--- src/include/spp_pkg.sv ---
// package: constants for the serial peripheral-mode port
package spp_pkg;
  localparam int unsigned CTL_CONTROLLER_BIT = 0;
  localparam int unsigned FMT_PHASE_BIT = 16;
  localparam int unsigned FMT_POLARITY_BIT = 17;
  localparam int unsigned FMT_PRESCALE_LSB = 8;
  localparam int unsigned FMT_PRESCALE_MSB = 15;
  localparam int unsigned FMT_WIDTH = 32;
  localparam int unsigned CTL_WIDTH = 32;
  localparam int unsigned WORD_BITS = 16;
  localparam int unsigned CNT_WIDTH = 5;
  localparam int unsigned PRESCALE_WIDTH = 8;
  localparam logic [PRESCALE_WIDTH-1:0] PRESCALE_ZERO = 8'h00;
  localparam logic [CNT_WIDTH-1:0] CNT_ZERO = 5'h00;
  localparam logic [CNT_WIDTH-1:0] CNT_ONE = 5'h01;
  localparam logic [CNT_WIDTH-1:0] CNT_LAST = 5'h0F;
  localparam logic [WORD_BITS-1:0] WORD_ZERO = 16'h0000;
  // period monitor counts, one bit wider than the prescale field
  localparam logic [PRESCALE_WIDTH:0] PER_ZERO = 9'h000;
  localparam logic [PRESCALE_WIDTH:0] PER_ONE = 9'h001;
  localparam logic [PRESCALE_WIDTH:0] PER_MAX = 9'h1FF;
  localparam logic [PRESCALE_WIDTH:0] PER_PS_ZERO = 9'h002; // two internal cycles when prescale is 0
  // synchroniser reset levels: data low, select high, clock low
  localparam logic [2:0] PIN_IDLE = 3'h2;
  // least serial clock period in ns and its cycle count at 200 MHz
  localparam int unsigned SCLK_MIN_NS = 25;
  localparam int unsigned CLK_PERIOD_PS = 5000;
  localparam int unsigned SCLK_MIN_CYC = (SCLK_MIN_NS * 1000 + CLK_PERIOD_PS - 1) / CLK_PERIOD_PS;
  // edge event codes
  typedef enum logic [1:0] {
    SPP_EDGE_NONE = 2'b00,
    SPP_EDGE_RISE = 2'b01,
    SPP_EDGE_FALL = 2'b10
  } spp_edge_e;
endpackage

--- src/include/spp_pin_if.sv ---
// interface: synchronised pin levels and edge events between sampler and core
`timescale 1ns/1ps
interface spp_pin_if;
  logic sclk_lvl;
  logic cs_n_lvl;
  logic mosi_lvl;
  spp_pkg::spp_edge_e sclk_edge;
  logic cs_fall;
  logic cs_rise;
  modport sampler (output sclk_lvl, output cs_n_lvl, output mosi_lvl, output sclk_edge, output cs_fall,
    output cs_rise);
  modport core (input sclk_lvl, input cs_n_lvl, input mosi_lvl, input sclk_edge, input cs_fall, input cs_rise);
endinterface

--- src/spp_pin_sync.sv ---
// module: three-stage pin synchronisers with edge detection
`timescale 1ns/1ps
module spp_pin_sync (
  input wire logic clk,
  input wire logic srst,
  input wire logic serial_clock_pin,
  input wire logic cs_n_pin,
  input wire logic host_to_dev_data,
  spp_pin_if.sampler pins
);
  localparam int unsigned NPIN = 3;
  logic [NPIN-1:0] s1_ff, s2_ff, s3_ff;
  logic [NPIN-1:0] nxt_s1, nxt_s2, nxt_s3;
  logic [NPIN-1:0] lvl_ff, nxt_lvl;

  // ==========================================================
  // synchroniser chain
  always_comb begin
    nxt_s1 = {host_to_dev_data, cs_n_pin, serial_clock_pin};
    nxt_s2 = s1_ff;
    nxt_s3 = s2_ff;
    nxt_lvl = lvl_ff;
    for (int i = 0; i < NPIN; i++) begin
      if (s2_ff[i] == s3_ff[i]) begin // agreed change counts
        nxt_lvl[i] = s3_ff[i];
      end
    end
  end

  always_ff @(posedge clk) begin
    if (srst) begin
      s1_ff <= spp_pkg::PIN_IDLE;
      s2_ff <= spp_pkg::PIN_IDLE;
      s3_ff <= spp_pkg::PIN_IDLE;
      lvl_ff <= spp_pkg::PIN_IDLE;
    end else begin
      s1_ff <= nxt_s1;
      s2_ff <= nxt_s2;
      s3_ff <= nxt_s3;
      lvl_ff <= nxt_lvl;
    end
  end

  // ==========================================================
  // levels and edge events
  assign pins.sclk_lvl = lvl_ff[0];
  assign pins.cs_n_lvl = lvl_ff[1];
  assign pins.mosi_lvl = lvl_ff[2];
  assign pins.cs_fall = lvl_ff[1] & ~nxt_lvl[1];
  assign pins.cs_rise = ~lvl_ff[1] & nxt_lvl[1];
  assign pins.sclk_edge = (~lvl_ff[0] & nxt_lvl[0]) ? spp_pkg::SPP_EDGE_RISE :
                          (lvl_ff[0] & ~nxt_lvl[0]) ? spp_pkg::SPP_EDGE_FALL : spp_pkg::SPP_EDGE_NONE;
endmodule // spp_pin_sync

--- src/spp_periph_port.sv ---
// module: serial peripheral-mode port core
`timescale 1ns/1ps
module spp_periph_port #(
  parameter int unsigned WORD_BITS = spp_pkg::WORD_BITS
) (
  input wire logic clk,
  input wire logic srst,
  input wire logic [spp_pkg::CTL_WIDTH-1:0] spi_global_control,
  input wire logic [spp_pkg::FMT_WIDTH-1:0] spi_format_control,
  input wire logic serial_clock_pin,
  input wire logic cs_n_pin,
  input wire logic host_to_dev_data,
  input wire logic [WORD_BITS-1:0] tx_word,
  output logic dev_to_host_data,
  output logic dev_to_host_oe,
  output logic [WORD_BITS-1:0] rx_word,
  output logic rx_valid,
  output logic tx_taken,
  output logic clock_too_fast
);
  spp_pin_if pins ();

  // pin synchronisers feed the core through the interface
  spp_pin_sync u_sync (
    .clk(clk),
    .srst(srst),
    .serial_clock_pin(serial_clock_pin),
    .cs_n_pin(cs_n_pin),
    .host_to_dev_data(host_to_dev_data),
    .pins(pins)
  );

  // ==========================================================
  // configuration decode
  logic periph_mode;
  logic phase;
  logic polarity;
  logic rise_launch;
  logic [spp_pkg::PRESCALE_WIDTH-1:0] prescale_field;
  logic [spp_pkg::PRESCALE_WIDTH:0] min_period;
  assign periph_mode = ~spi_global_control[spp_pkg::CTL_CONTROLLER_BIT];
  assign phase = spi_format_control[spp_pkg::FMT_PHASE_BIT];
  assign polarity = spi_format_control[spp_pkg::FMT_POLARITY_BIT];
  assign prescale_field = spi_format_control[spp_pkg::FMT_PRESCALE_MSB:spp_pkg::FMT_PRESCALE_LSB];
  assign rise_launch = (polarity == phase);
  // least legal period in internal cycles
  assign min_period = (prescale_field == spp_pkg::PRESCALE_ZERO) ? spp_pkg::PER_PS_ZERO :
                      ({1'b0, prescale_field} + spp_pkg::PER_ONE);

  // true when a synced clock event runs in the wanted direction
  function automatic logic edge_is(input spp_pkg::spp_edge_e ev, input logic want_rise);
    return want_rise ? (ev == spp_pkg::SPP_EDGE_RISE) : (ev == spp_pkg::SPP_EDGE_FALL);
  endfunction

  // launch and sample event decode; events count only while selected as peripheral
  logic launch_ev;
  logic sample_ev;
  logic active;
  assign active = periph_mode & ~pins.cs_n_lvl;
  assign launch_ev = active & edge_is(pins.sclk_edge, rise_launch);
  assign sample_ev = active & edge_is(pins.sclk_edge, ~rise_launch);

  // ==========================================================
  // shift state: receive shifter, transmit shifter and held word
  logic [WORD_BITS-1:0] rx_sh_ff;
  logic [WORD_BITS-1:0] nxt_rx_sh;
  logic [WORD_BITS-1:0] tx_sh_ff;
  logic [WORD_BITS-1:0] nxt_tx_sh;
  logic [WORD_BITS-1:0] rx_word_ff;
  logic [WORD_BITS-1:0] nxt_rx_word;
  // bit counter within the current select pulse
  logic [spp_pkg::CNT_WIDTH-1:0] cnt_ff;
  logic [spp_pkg::CNT_WIDTH-1:0] nxt_cnt;
  // output pin, strobes and first-edge marker
  logic sdo_ff;
  logic nxt_sdo;
  logic oe_ff;
  logic nxt_oe;
  logic rxv_ff;
  logic nxt_rxv;
  logic taken_ff;
  logic nxt_taken;
  logic first_ff;
  logic nxt_first;

  // next shift state: load at select, shift on synced clock events
  always_comb begin
    nxt_rx_sh = rx_sh_ff;
    nxt_tx_sh = tx_sh_ff;
    nxt_rx_word = rx_word_ff;
    nxt_cnt = cnt_ff;
    nxt_sdo = sdo_ff;
    nxt_oe = active;
    nxt_rxv = 1'b0;
    nxt_taken = 1'b0;
    nxt_first = first_ff;
    if (periph_mode && pins.cs_fall) begin
      // select seen: msb goes out now, since in phase 1 the first edge already samples it
      nxt_sdo = tx_word[WORD_BITS-1];
      nxt_tx_sh = {tx_word[WORD_BITS-2:0], 1'b0};
      nxt_taken = 1'b1;
      nxt_first = 1'b1;
      nxt_cnt = spp_pkg::CNT_ZERO;
    end else if (!active) begin
      nxt_cnt = spp_pkg::CNT_ZERO;
      nxt_first = 1'b1;
      nxt_sdo = 1'b0;
    end else begin
      // phase 0 opens on a launch edge, which must not move the msb away
      if (launch_ev && (phase || !first_ff)) begin
        nxt_sdo = tx_sh_ff[WORD_BITS-1];
        nxt_tx_sh = {tx_sh_ff[WORD_BITS-2:0], 1'b0};
      end
      if (launch_ev) begin
        nxt_first = 1'b0;
      end
      if (sample_ev) begin
        nxt_rx_sh = {rx_sh_ff[WORD_BITS-2:0], pins.mosi_lvl};
        nxt_cnt = cnt_ff + spp_pkg::CNT_ONE;
        if (cnt_ff == spp_pkg::CNT_LAST) begin // 16th bit, word complete
          nxt_rx_word = {rx_sh_ff[WORD_BITS-2:0], pins.mosi_lvl};
          nxt_rxv = 1'b1;
          nxt_cnt = spp_pkg::CNT_ZERO;
        end
      end
    end
  end

  // shift state registers
  always_ff @(posedge clk) begin
    if (srst) begin
      rx_sh_ff <= spp_pkg::WORD_ZERO;
      tx_sh_ff <= spp_pkg::WORD_ZERO;
      rx_word_ff <= spp_pkg::WORD_ZERO;
      cnt_ff <= spp_pkg::CNT_ZERO;
      sdo_ff <= 1'b0;
      oe_ff <= 1'b0;
      rxv_ff <= 1'b0;
      taken_ff <= 1'b0;
      first_ff <= 1'b1;
    end else begin
      rx_sh_ff <= nxt_rx_sh;
      tx_sh_ff <= nxt_tx_sh;
      rx_word_ff <= nxt_rx_word;
      cnt_ff <= nxt_cnt;
      sdo_ff <= nxt_sdo;
      oe_ff <= nxt_oe;
      rxv_ff <= nxt_rxv;
      taken_ff <= nxt_taken;
      first_ff <= nxt_first;
    end
  end

  // ==========================================================
  // serial clock period monitor
  logic [spp_pkg::PRESCALE_WIDTH:0] per_ff;
  logic [spp_pkg::PRESCALE_WIDTH:0] nxt_per;
  logic fast_ff;
  logic nxt_fast;
  logic seen_ff;
  logic nxt_seen;

  // rising-to-rising period against the least legal period
  always_comb begin
    nxt_per = per_ff;
    nxt_fast = fast_ff;
    nxt_seen = seen_ff;
    // clear first, so a short period in the same cycle still sets the flag
    if (pins.cs_rise) begin
      nxt_fast = 1'b0;
    end
    if (!active) begin
      nxt_seen = 1'b0;
      nxt_per = spp_pkg::PER_ZERO;
    end else if (edge_is(pins.sclk_edge, 1'b1)) begin
      if (seen_ff && ((per_ff + spp_pkg::PER_ONE) < min_period)) begin
        nxt_fast = 1'b1;
      end
      nxt_seen = 1'b1;
      nxt_per = spp_pkg::PER_ZERO;
    end else if (per_ff != spp_pkg::PER_MAX) begin
      nxt_per = per_ff + spp_pkg::PER_ONE; // saturates on a stopped clock
    end
  end

  // period monitor registers
  always_ff @(posedge clk) begin
    if (srst) begin
      per_ff <= spp_pkg::PER_ZERO;
      fast_ff <= 1'b0;
      seen_ff <= 1'b0;
    end else begin
      per_ff <= nxt_per;
      fast_ff <= nxt_fast;
      seen_ff <= nxt_seen;
    end
  end

  // ==========================================================
  // pin and status outputs, all straight from registers
  assign dev_to_host_data = sdo_ff;
  assign dev_to_host_oe = oe_ff;
  assign rx_word = rx_word_ff;
  assign rx_valid = rxv_ff;
  assign tx_taken = taken_ff;
  assign clock_too_fast = fast_ff;
endmodule // spp_periph_port

--- config.mk ---
export PLATFORM = sky130hd
export DESIGN_NAME = spp_periph_port
export DESIGN_NICKNAME = d
export VERILOG_FILES = /design/src/include/spp_pkg.sv /design/src/include/spp_pin_if.sv /design/src/spp_pin_sync.sv /design/src/spp_periph_port.sv
export SDC_FILE = /design/constraint.sdc
export NUM_CORES = 1
export LEC_CHECK = 0
export BUFFER_PORTS_ARGS = -buffer_cell sky130_fd_sc_hd__buf_4
export CAP_MARGIN = 25
export CORE_MARGIN = 2
export CORE_UTILIZATION = 50
export DETAILED_ROUTE_END_ITERATION = 16
export PLACE_DENSITY = 0.74
export SLEW_MARGIN = 20
export SYNTH_ARGS = -nofsm -noshare
export SYNTH_HDL_FRONTEND = slang
export SYNTH_SLANG_ARGS = --single-unit
--- constraint.sdc ---
create_clock -name clk -period 4.6 [get_ports clk]
set_input_delay 0.46 -clock clk [delete_from_list [all_inputs] [get_ports clk]]
set_output_delay 0.46 -clock clk [all_outputs]
set_load 0.005 [all_outputs]
### Yosys cells after proc, flatten, opt, wreduce, memory -nomap -nowiden

Cells that the tools add are included.

* add/subtract/negate cells: 3
* order comparisons: 1
* equality and inequality tests: 9
* multiplexer cells: 20
* bitwise operators: 15
* reduce and logical (&&, ||, !) cells: 15

Operators with widths (number)
* $mux 16: 3
* $mux 1: 13
* $add 8x1->9 const B: 1
* $add 9x1->9 const B: 1
* $lt 9x9->1: 1
* $mux 9: 1
* $ne 9x9->1 const B: 1
* $logic_not 8->1: 1
* $not 1->1: 8
* $and 1x1->1: 7
* $reduce_or 3->1: 2
* $add 5x1->5 const B: 1
* $eq 5x4->1 const B: 1
* $mux 5: 1
* $eq 1x1->1: 4
* $mux 2: 2
* $reduce_and 4->1: 1
* $reduce_bool 2->1: 2
* $reduce_or 4->1: 1
* $logic_and 1x1->1: 3
* $ne 3x1->1 const B: 1
* $reduce_and 3->1: 1
* $eq 2x1->1 const B: 1
* $eq 2x2->1 const B: 1
* 4 further kinds: 4

* register bits after elaboration: 79
* input port bits: 85
* output and inout bits: 21
* word-level logic and storage cells: 80

### Logic depth before layout (Yosys ltp)

* depth in word-level cells: 13
* gate-level depth with buffers: 9
* gate-level depth less buffers: 9

### Hierarchy

Synthesis repeated with hierarchy kept, for this count alone.

* cells, all modules: 387
* area total of the unflattened synthesis: 3684.8 sq um

By module, submodules not included
* spp_periph_port: times used 1, cells each 350, area an instance 3301.9 sq um, sequential area each 1341.3 sq um
* spp_pin_sync: times used 1, cells each 37, area an instance 382.9 sq um, sequential area each 240.2 sq um

### Worst setup path after synthesis

Ideal clock, no wire load.

* kind: register -> register
* start: reg per_ff[0] (netlist bit)
* end: reg fast_ff, in the netlist clock_too_fast
* setup time: 0.087 ns
* data arrival time: 2.085 ns
* required time: 4.513 ns
* setup slack: 2.428 ns
* stages on the path, launching flop included: 10
* buffers on the path: 0
* clock period less this slack: 2.172 ns
* path through: dfxtp_1 ha_1 nand3_1 nor2_1 and3_1 ha_1 ha_1 a211oi_1 o2111ai_1 o31ai_1

* word-level cells in the longest chain between the ends: 6

RTL lines
* from (decl): RTL line spp_periph_port.sv:156 `logic [spp_pkg::PRESCALE_WIDTH:0] per_ff;`
* from (signal assigned): RTL line spp_periph_port.sv:189 `per_ff <= spp_pkg::PER_ZERO;`
* from (signal assigned): RTL line spp_periph_port.sv:193 `per_ff <= nxt_per;`
* $add 9x1->9: RTL line spp_periph_port.sv:176 `if (seen_ff && ((per_ff + spp_pkg::PER_ONE) < min_period)) begin`
* $lt 9x9->1: RTL line spp_periph_port.sv:176
* $logic_and 1x1->1: RTL line spp_periph_port.sv:176
* $mux 1: RTL line spp_periph_port.sv:176
* $mux 1: RTL line spp_periph_port.sv:175 `end else if (edge_is(pins.sclk_edge, 1'b1)) begin`
* $mux 1: RTL line spp_periph_port.sv:172 `if (!active) begin`
* to (signal assigned): RTL line spp_periph_port.sv:194 `fast_ff <= nxt_fast;`
* to (decl): RTL line spp_periph_port.sv:158 `logic fast_ff;`

No other way between the ends.
A chain may end at the register's enable or synchronous reset.

### Worst setup path in the final report

Ends and elaborated chain as after synthesis.

==> metrics.md <==
| Metric | Value |
|---|---|
| Syn_nets | `504` |
| CP max stage cell | `dfxtp_1` |
| R2R cell count | `9` |
| DRT iter0 DRCs | `130` |
| Post-synth ARST share | `0%` |
| Crit-path max cell delay | `0.40 ns` |
| Worst Setup Path Type | `reg2reg` |
| Die ar. | `7981 µm²` |
| Hold buffers post-CTS | `0` |
| Max Clock Skew | `0.008853 ns` |
| Synth top area cells | `dfxtp_1 (43%), mux2i_1 (5.5%), nand2b_1 (5.5%), nor2_1 (4.7%), ha_1 (4.5%)` |
| Die W | `89.34 µm` |
| Clock sink count | `79` |
| Vert. Die Dim | `89.34 µm` |
| Syn-to-layout area delta | `17.29%` |
| Pwr/cell area | `290.4 nW/µm²` |
| Yosys reg bits | `79` |
| Crit path DAT | `2.73 ns` |
| Setup tns final | `0 ns` |
| Grt ovf | `0` |
| Clock root cell | `clkbuf_8` |
| Worst Slack Setup Final | `2.097 ns` |
| Cells after Synth | `406` |
| Worst-path maximum fanout | `4` |
| RSZ-0062 raised after global routing | `false` |
| Period utilization | `54.40%` |
| CP most frequent cell | `ha_1` |
| Fmax | `399.6 MHz` |
| Slew @ Worst Pin | `0.9482 ns` |
| Number of remaining DRC errors | `0` |
| Buf/Inv on CP | `0` |
| Clk pin slew, worst setup/hold paths | `0.07 ns` |
| Primary FF master, synth | `dfxtp_1` |
| Max-Cap Viols | `0` |
| Yosys cell types | `49` |
| Wire per inst | `12.19 µm` |
| Layout cells sized above 1 | `18.76%` |
| Final #Nets | `546` |
| Via density | `5.263` |
| Setup crit start kind | `register` |
| Final hold vios | `0` |
| Placeable Area | `7137 µm²` |
| Worst skew pair latency | `0.35 ns` |
| Post-synth top area share | `43.44%` |
| Place WS | `2.022 ns` |
| Drt pass-1 iters | `4` |
| Post-CTS sizing | `0` |
| Vias | `2905` |
| First-pass GRT wire length | `11.40 mm` |
| IR drop worst, VDD | `0.0001876 V` |
| Largest area contributor in the netlist | `dfxtp_1` |
| Num CTS Buffers | `9` |
| Post-Route WL | `6.727 mm` |
| Max Buffers Root-to-Sink | `2` |
| Hold Crit Class | `in2reg` |
| Initial Util | `51.02%` |
| Status | `finished clean` |
| Worst EP required | `4.82 ns` |
| P_leak | `1.575 nW` |
| Post-CTS setup buffer count | `0` |
| Ant diodes | `0` |
| All-Layer GR Usage | `18.30%` |
| Synth warn | `0` |
| Fin. max-slew vios | `0` |
| Final Wtd Congestion | `0.7539` |
| Initial antenna violation count | `0` |
| DP Wirelength | `4.609 mm` |
| Vias in the first global route | `2649` |
| Crit-path cells | `ha_1 > nand3_1 > nor2_1 > and3_1 > ha_1 > ha_1 > nand4_1 > a311oi_1 > o31ai_1` |
| Io pins | `106` |
| Post-synth EDFFs | `0` |
| Worst path depth | `9` |
| Share of the yosys chip area belonging to registers | `43.44%` |
| Antenna viol nets, final | `0` |
| Pin count of the biggest net entering global routing | `80` |
| H-tree levels | `3` |
| Syn Area/Cell | `8.968 µm²` |
| Final setup fails | `0` |
| WHS Path Cells | `2` |
| Site Rows | `31` |
| Buffers on Ports | `52` |
| Tmin final | `2.503 ns` |
| Worst relative slew slack | `36.52%` |
| Post-synthesis cell area | `3641 µm²` |
| CP delay by family, top | `adder cells` |
| Crit end category | `register` |
| CTS tree | `yes` |
## cells in the final DEF, fill, tap and decap left out, types with 2 or more instances in the layout
| cell | n |
|---|---|
| mux2i_1 | 20 |
| xnor2_1 | 10 |
| inv_1 | 4 |
| nor2b_1 | 8 |
| clkbuf_8 | 13 |
| xor2_1 | 9 |
| o31ai_1 | 3 |
| and3_1 | 3 |
| nand2_1 | 17 |
| a2111oi_0 | 12 |
| or2_2 | 6 |
| nand2b_1 | 32 |
| ha_1 | 13 |
| nand4_1 | 2 |
| o21ai_0 | 20 |
| nor4_1 | 5 |
| nor2_1 | 46 |
| nor3_1 | 14 |
| dfxtp_1 | 79 |
| a21oi_1 | 25 |
| or3_1 | 2 |
| nand3_1 | 26 |
| buf_4 | 55 |
| a2111oi_1 | 2 |
## metrics by stage
step | util [%] | hold slack, ns | area (µm²) | std cells | power [mW]
finish | 59.84 | 0.2925 | 4270 | 552 | 1.240
global route | 59.84 | 0.2775 | 4270 | 552 | 1.298
CTS | 59.84 | 0.2750 | 4270 | 552 | 1.258
detailed placement | 57.10 | 0.3961 | 4075 | 536 | 0.7659
global placement | 57.00 | 0.3914 | 4068 | 535 | 0.7645
floorplan | - | 0.3895 | 3641 | 406 | 0.7363
## cell families after synthesis
| kind of cell | share of synthesized area, % |
|---|---|
| compound gates | 12.78 |
| xor+xnor | 5.017 |
| fa+ha+maj | 4.467 |
| buf+inv | 3.230 |
| flops | 43.44 |
| mux | 6.185 |
| simple gates | 24.88 |
## synthesized netlist by cell type (all sizes together) (5+ instances only)
cell type	number
nand2	17
nor4	6
xnor2	11
clkbuf	19
nand3	26
nor2b	8
or2	7
nand2b	32
o21ai	21
xor2	9
nor3	14
ha	13
a2111oi	14
mux2i	21
buf	5
a21oi	25
dfxtp	79
nor2	47
## path summary, 6_finish.rpt
check	startpoint	endpoint	slack, ns
setup reg to reg	per_ff[0]	clock_too_fast	2.10
hold / removal	cs_n_pin	u_sync.nxt_s2[1]	0.29
hold reg to reg	u_sync.nxt_s2[1]	u_sync.nxt_s3[1]	0.41
setup / recovery	per_ff[0]	clock_too_fast	2.10
## metal layers
layer / up-vias / global-route usage [%] / wire (µm)
li1: 1515 / - / -
met1: 1327 / 23.03 / 3236
met2: 53 / 29.56 / 3093
met3: 10 / 4.155 / 274
met4: 0 / 8.955 / 123
met5: - / 0 / 0
## state kept, by name, indices dropped and copies added (netlist names), 3 cells and up
signal / cells
u_sync.nxt_s2: 3
per_ff: 9
cnt_ff: 5
u_sync.s3_ff: 3
u_sync.nxt_s3: 3
tx_sh_ff: 15
rx_sh_ff: 15
u_sync.lvl_ff: 3
rx_word: 16
## cell type report
cell class	instances	area (µm²)
Inverter	4	15.01
Fill cell	700	2867
Timing Repair Buffer	55	412.9
Clock inverter	2	12.51
Multi-Input combinational cell	299	1942
Sequential cell	79	1582
Tap cell	99	123.9
Clock buffer	14	182.7
## report_power, final
| part | leakage [nW] | switching [mW] | total [mW] | internal, mW |
|---|---|---|---|---|
| sequential | 0.638 | 0.00254 | 0.690 | 0.687 |
| combinational | 0.839 | 0.0279 | 0.0602 | 0.0323 |
| clock | 0.0987 | 0.236 | 0.490 | 0.254 |
(Power assumes the default switching activity.)
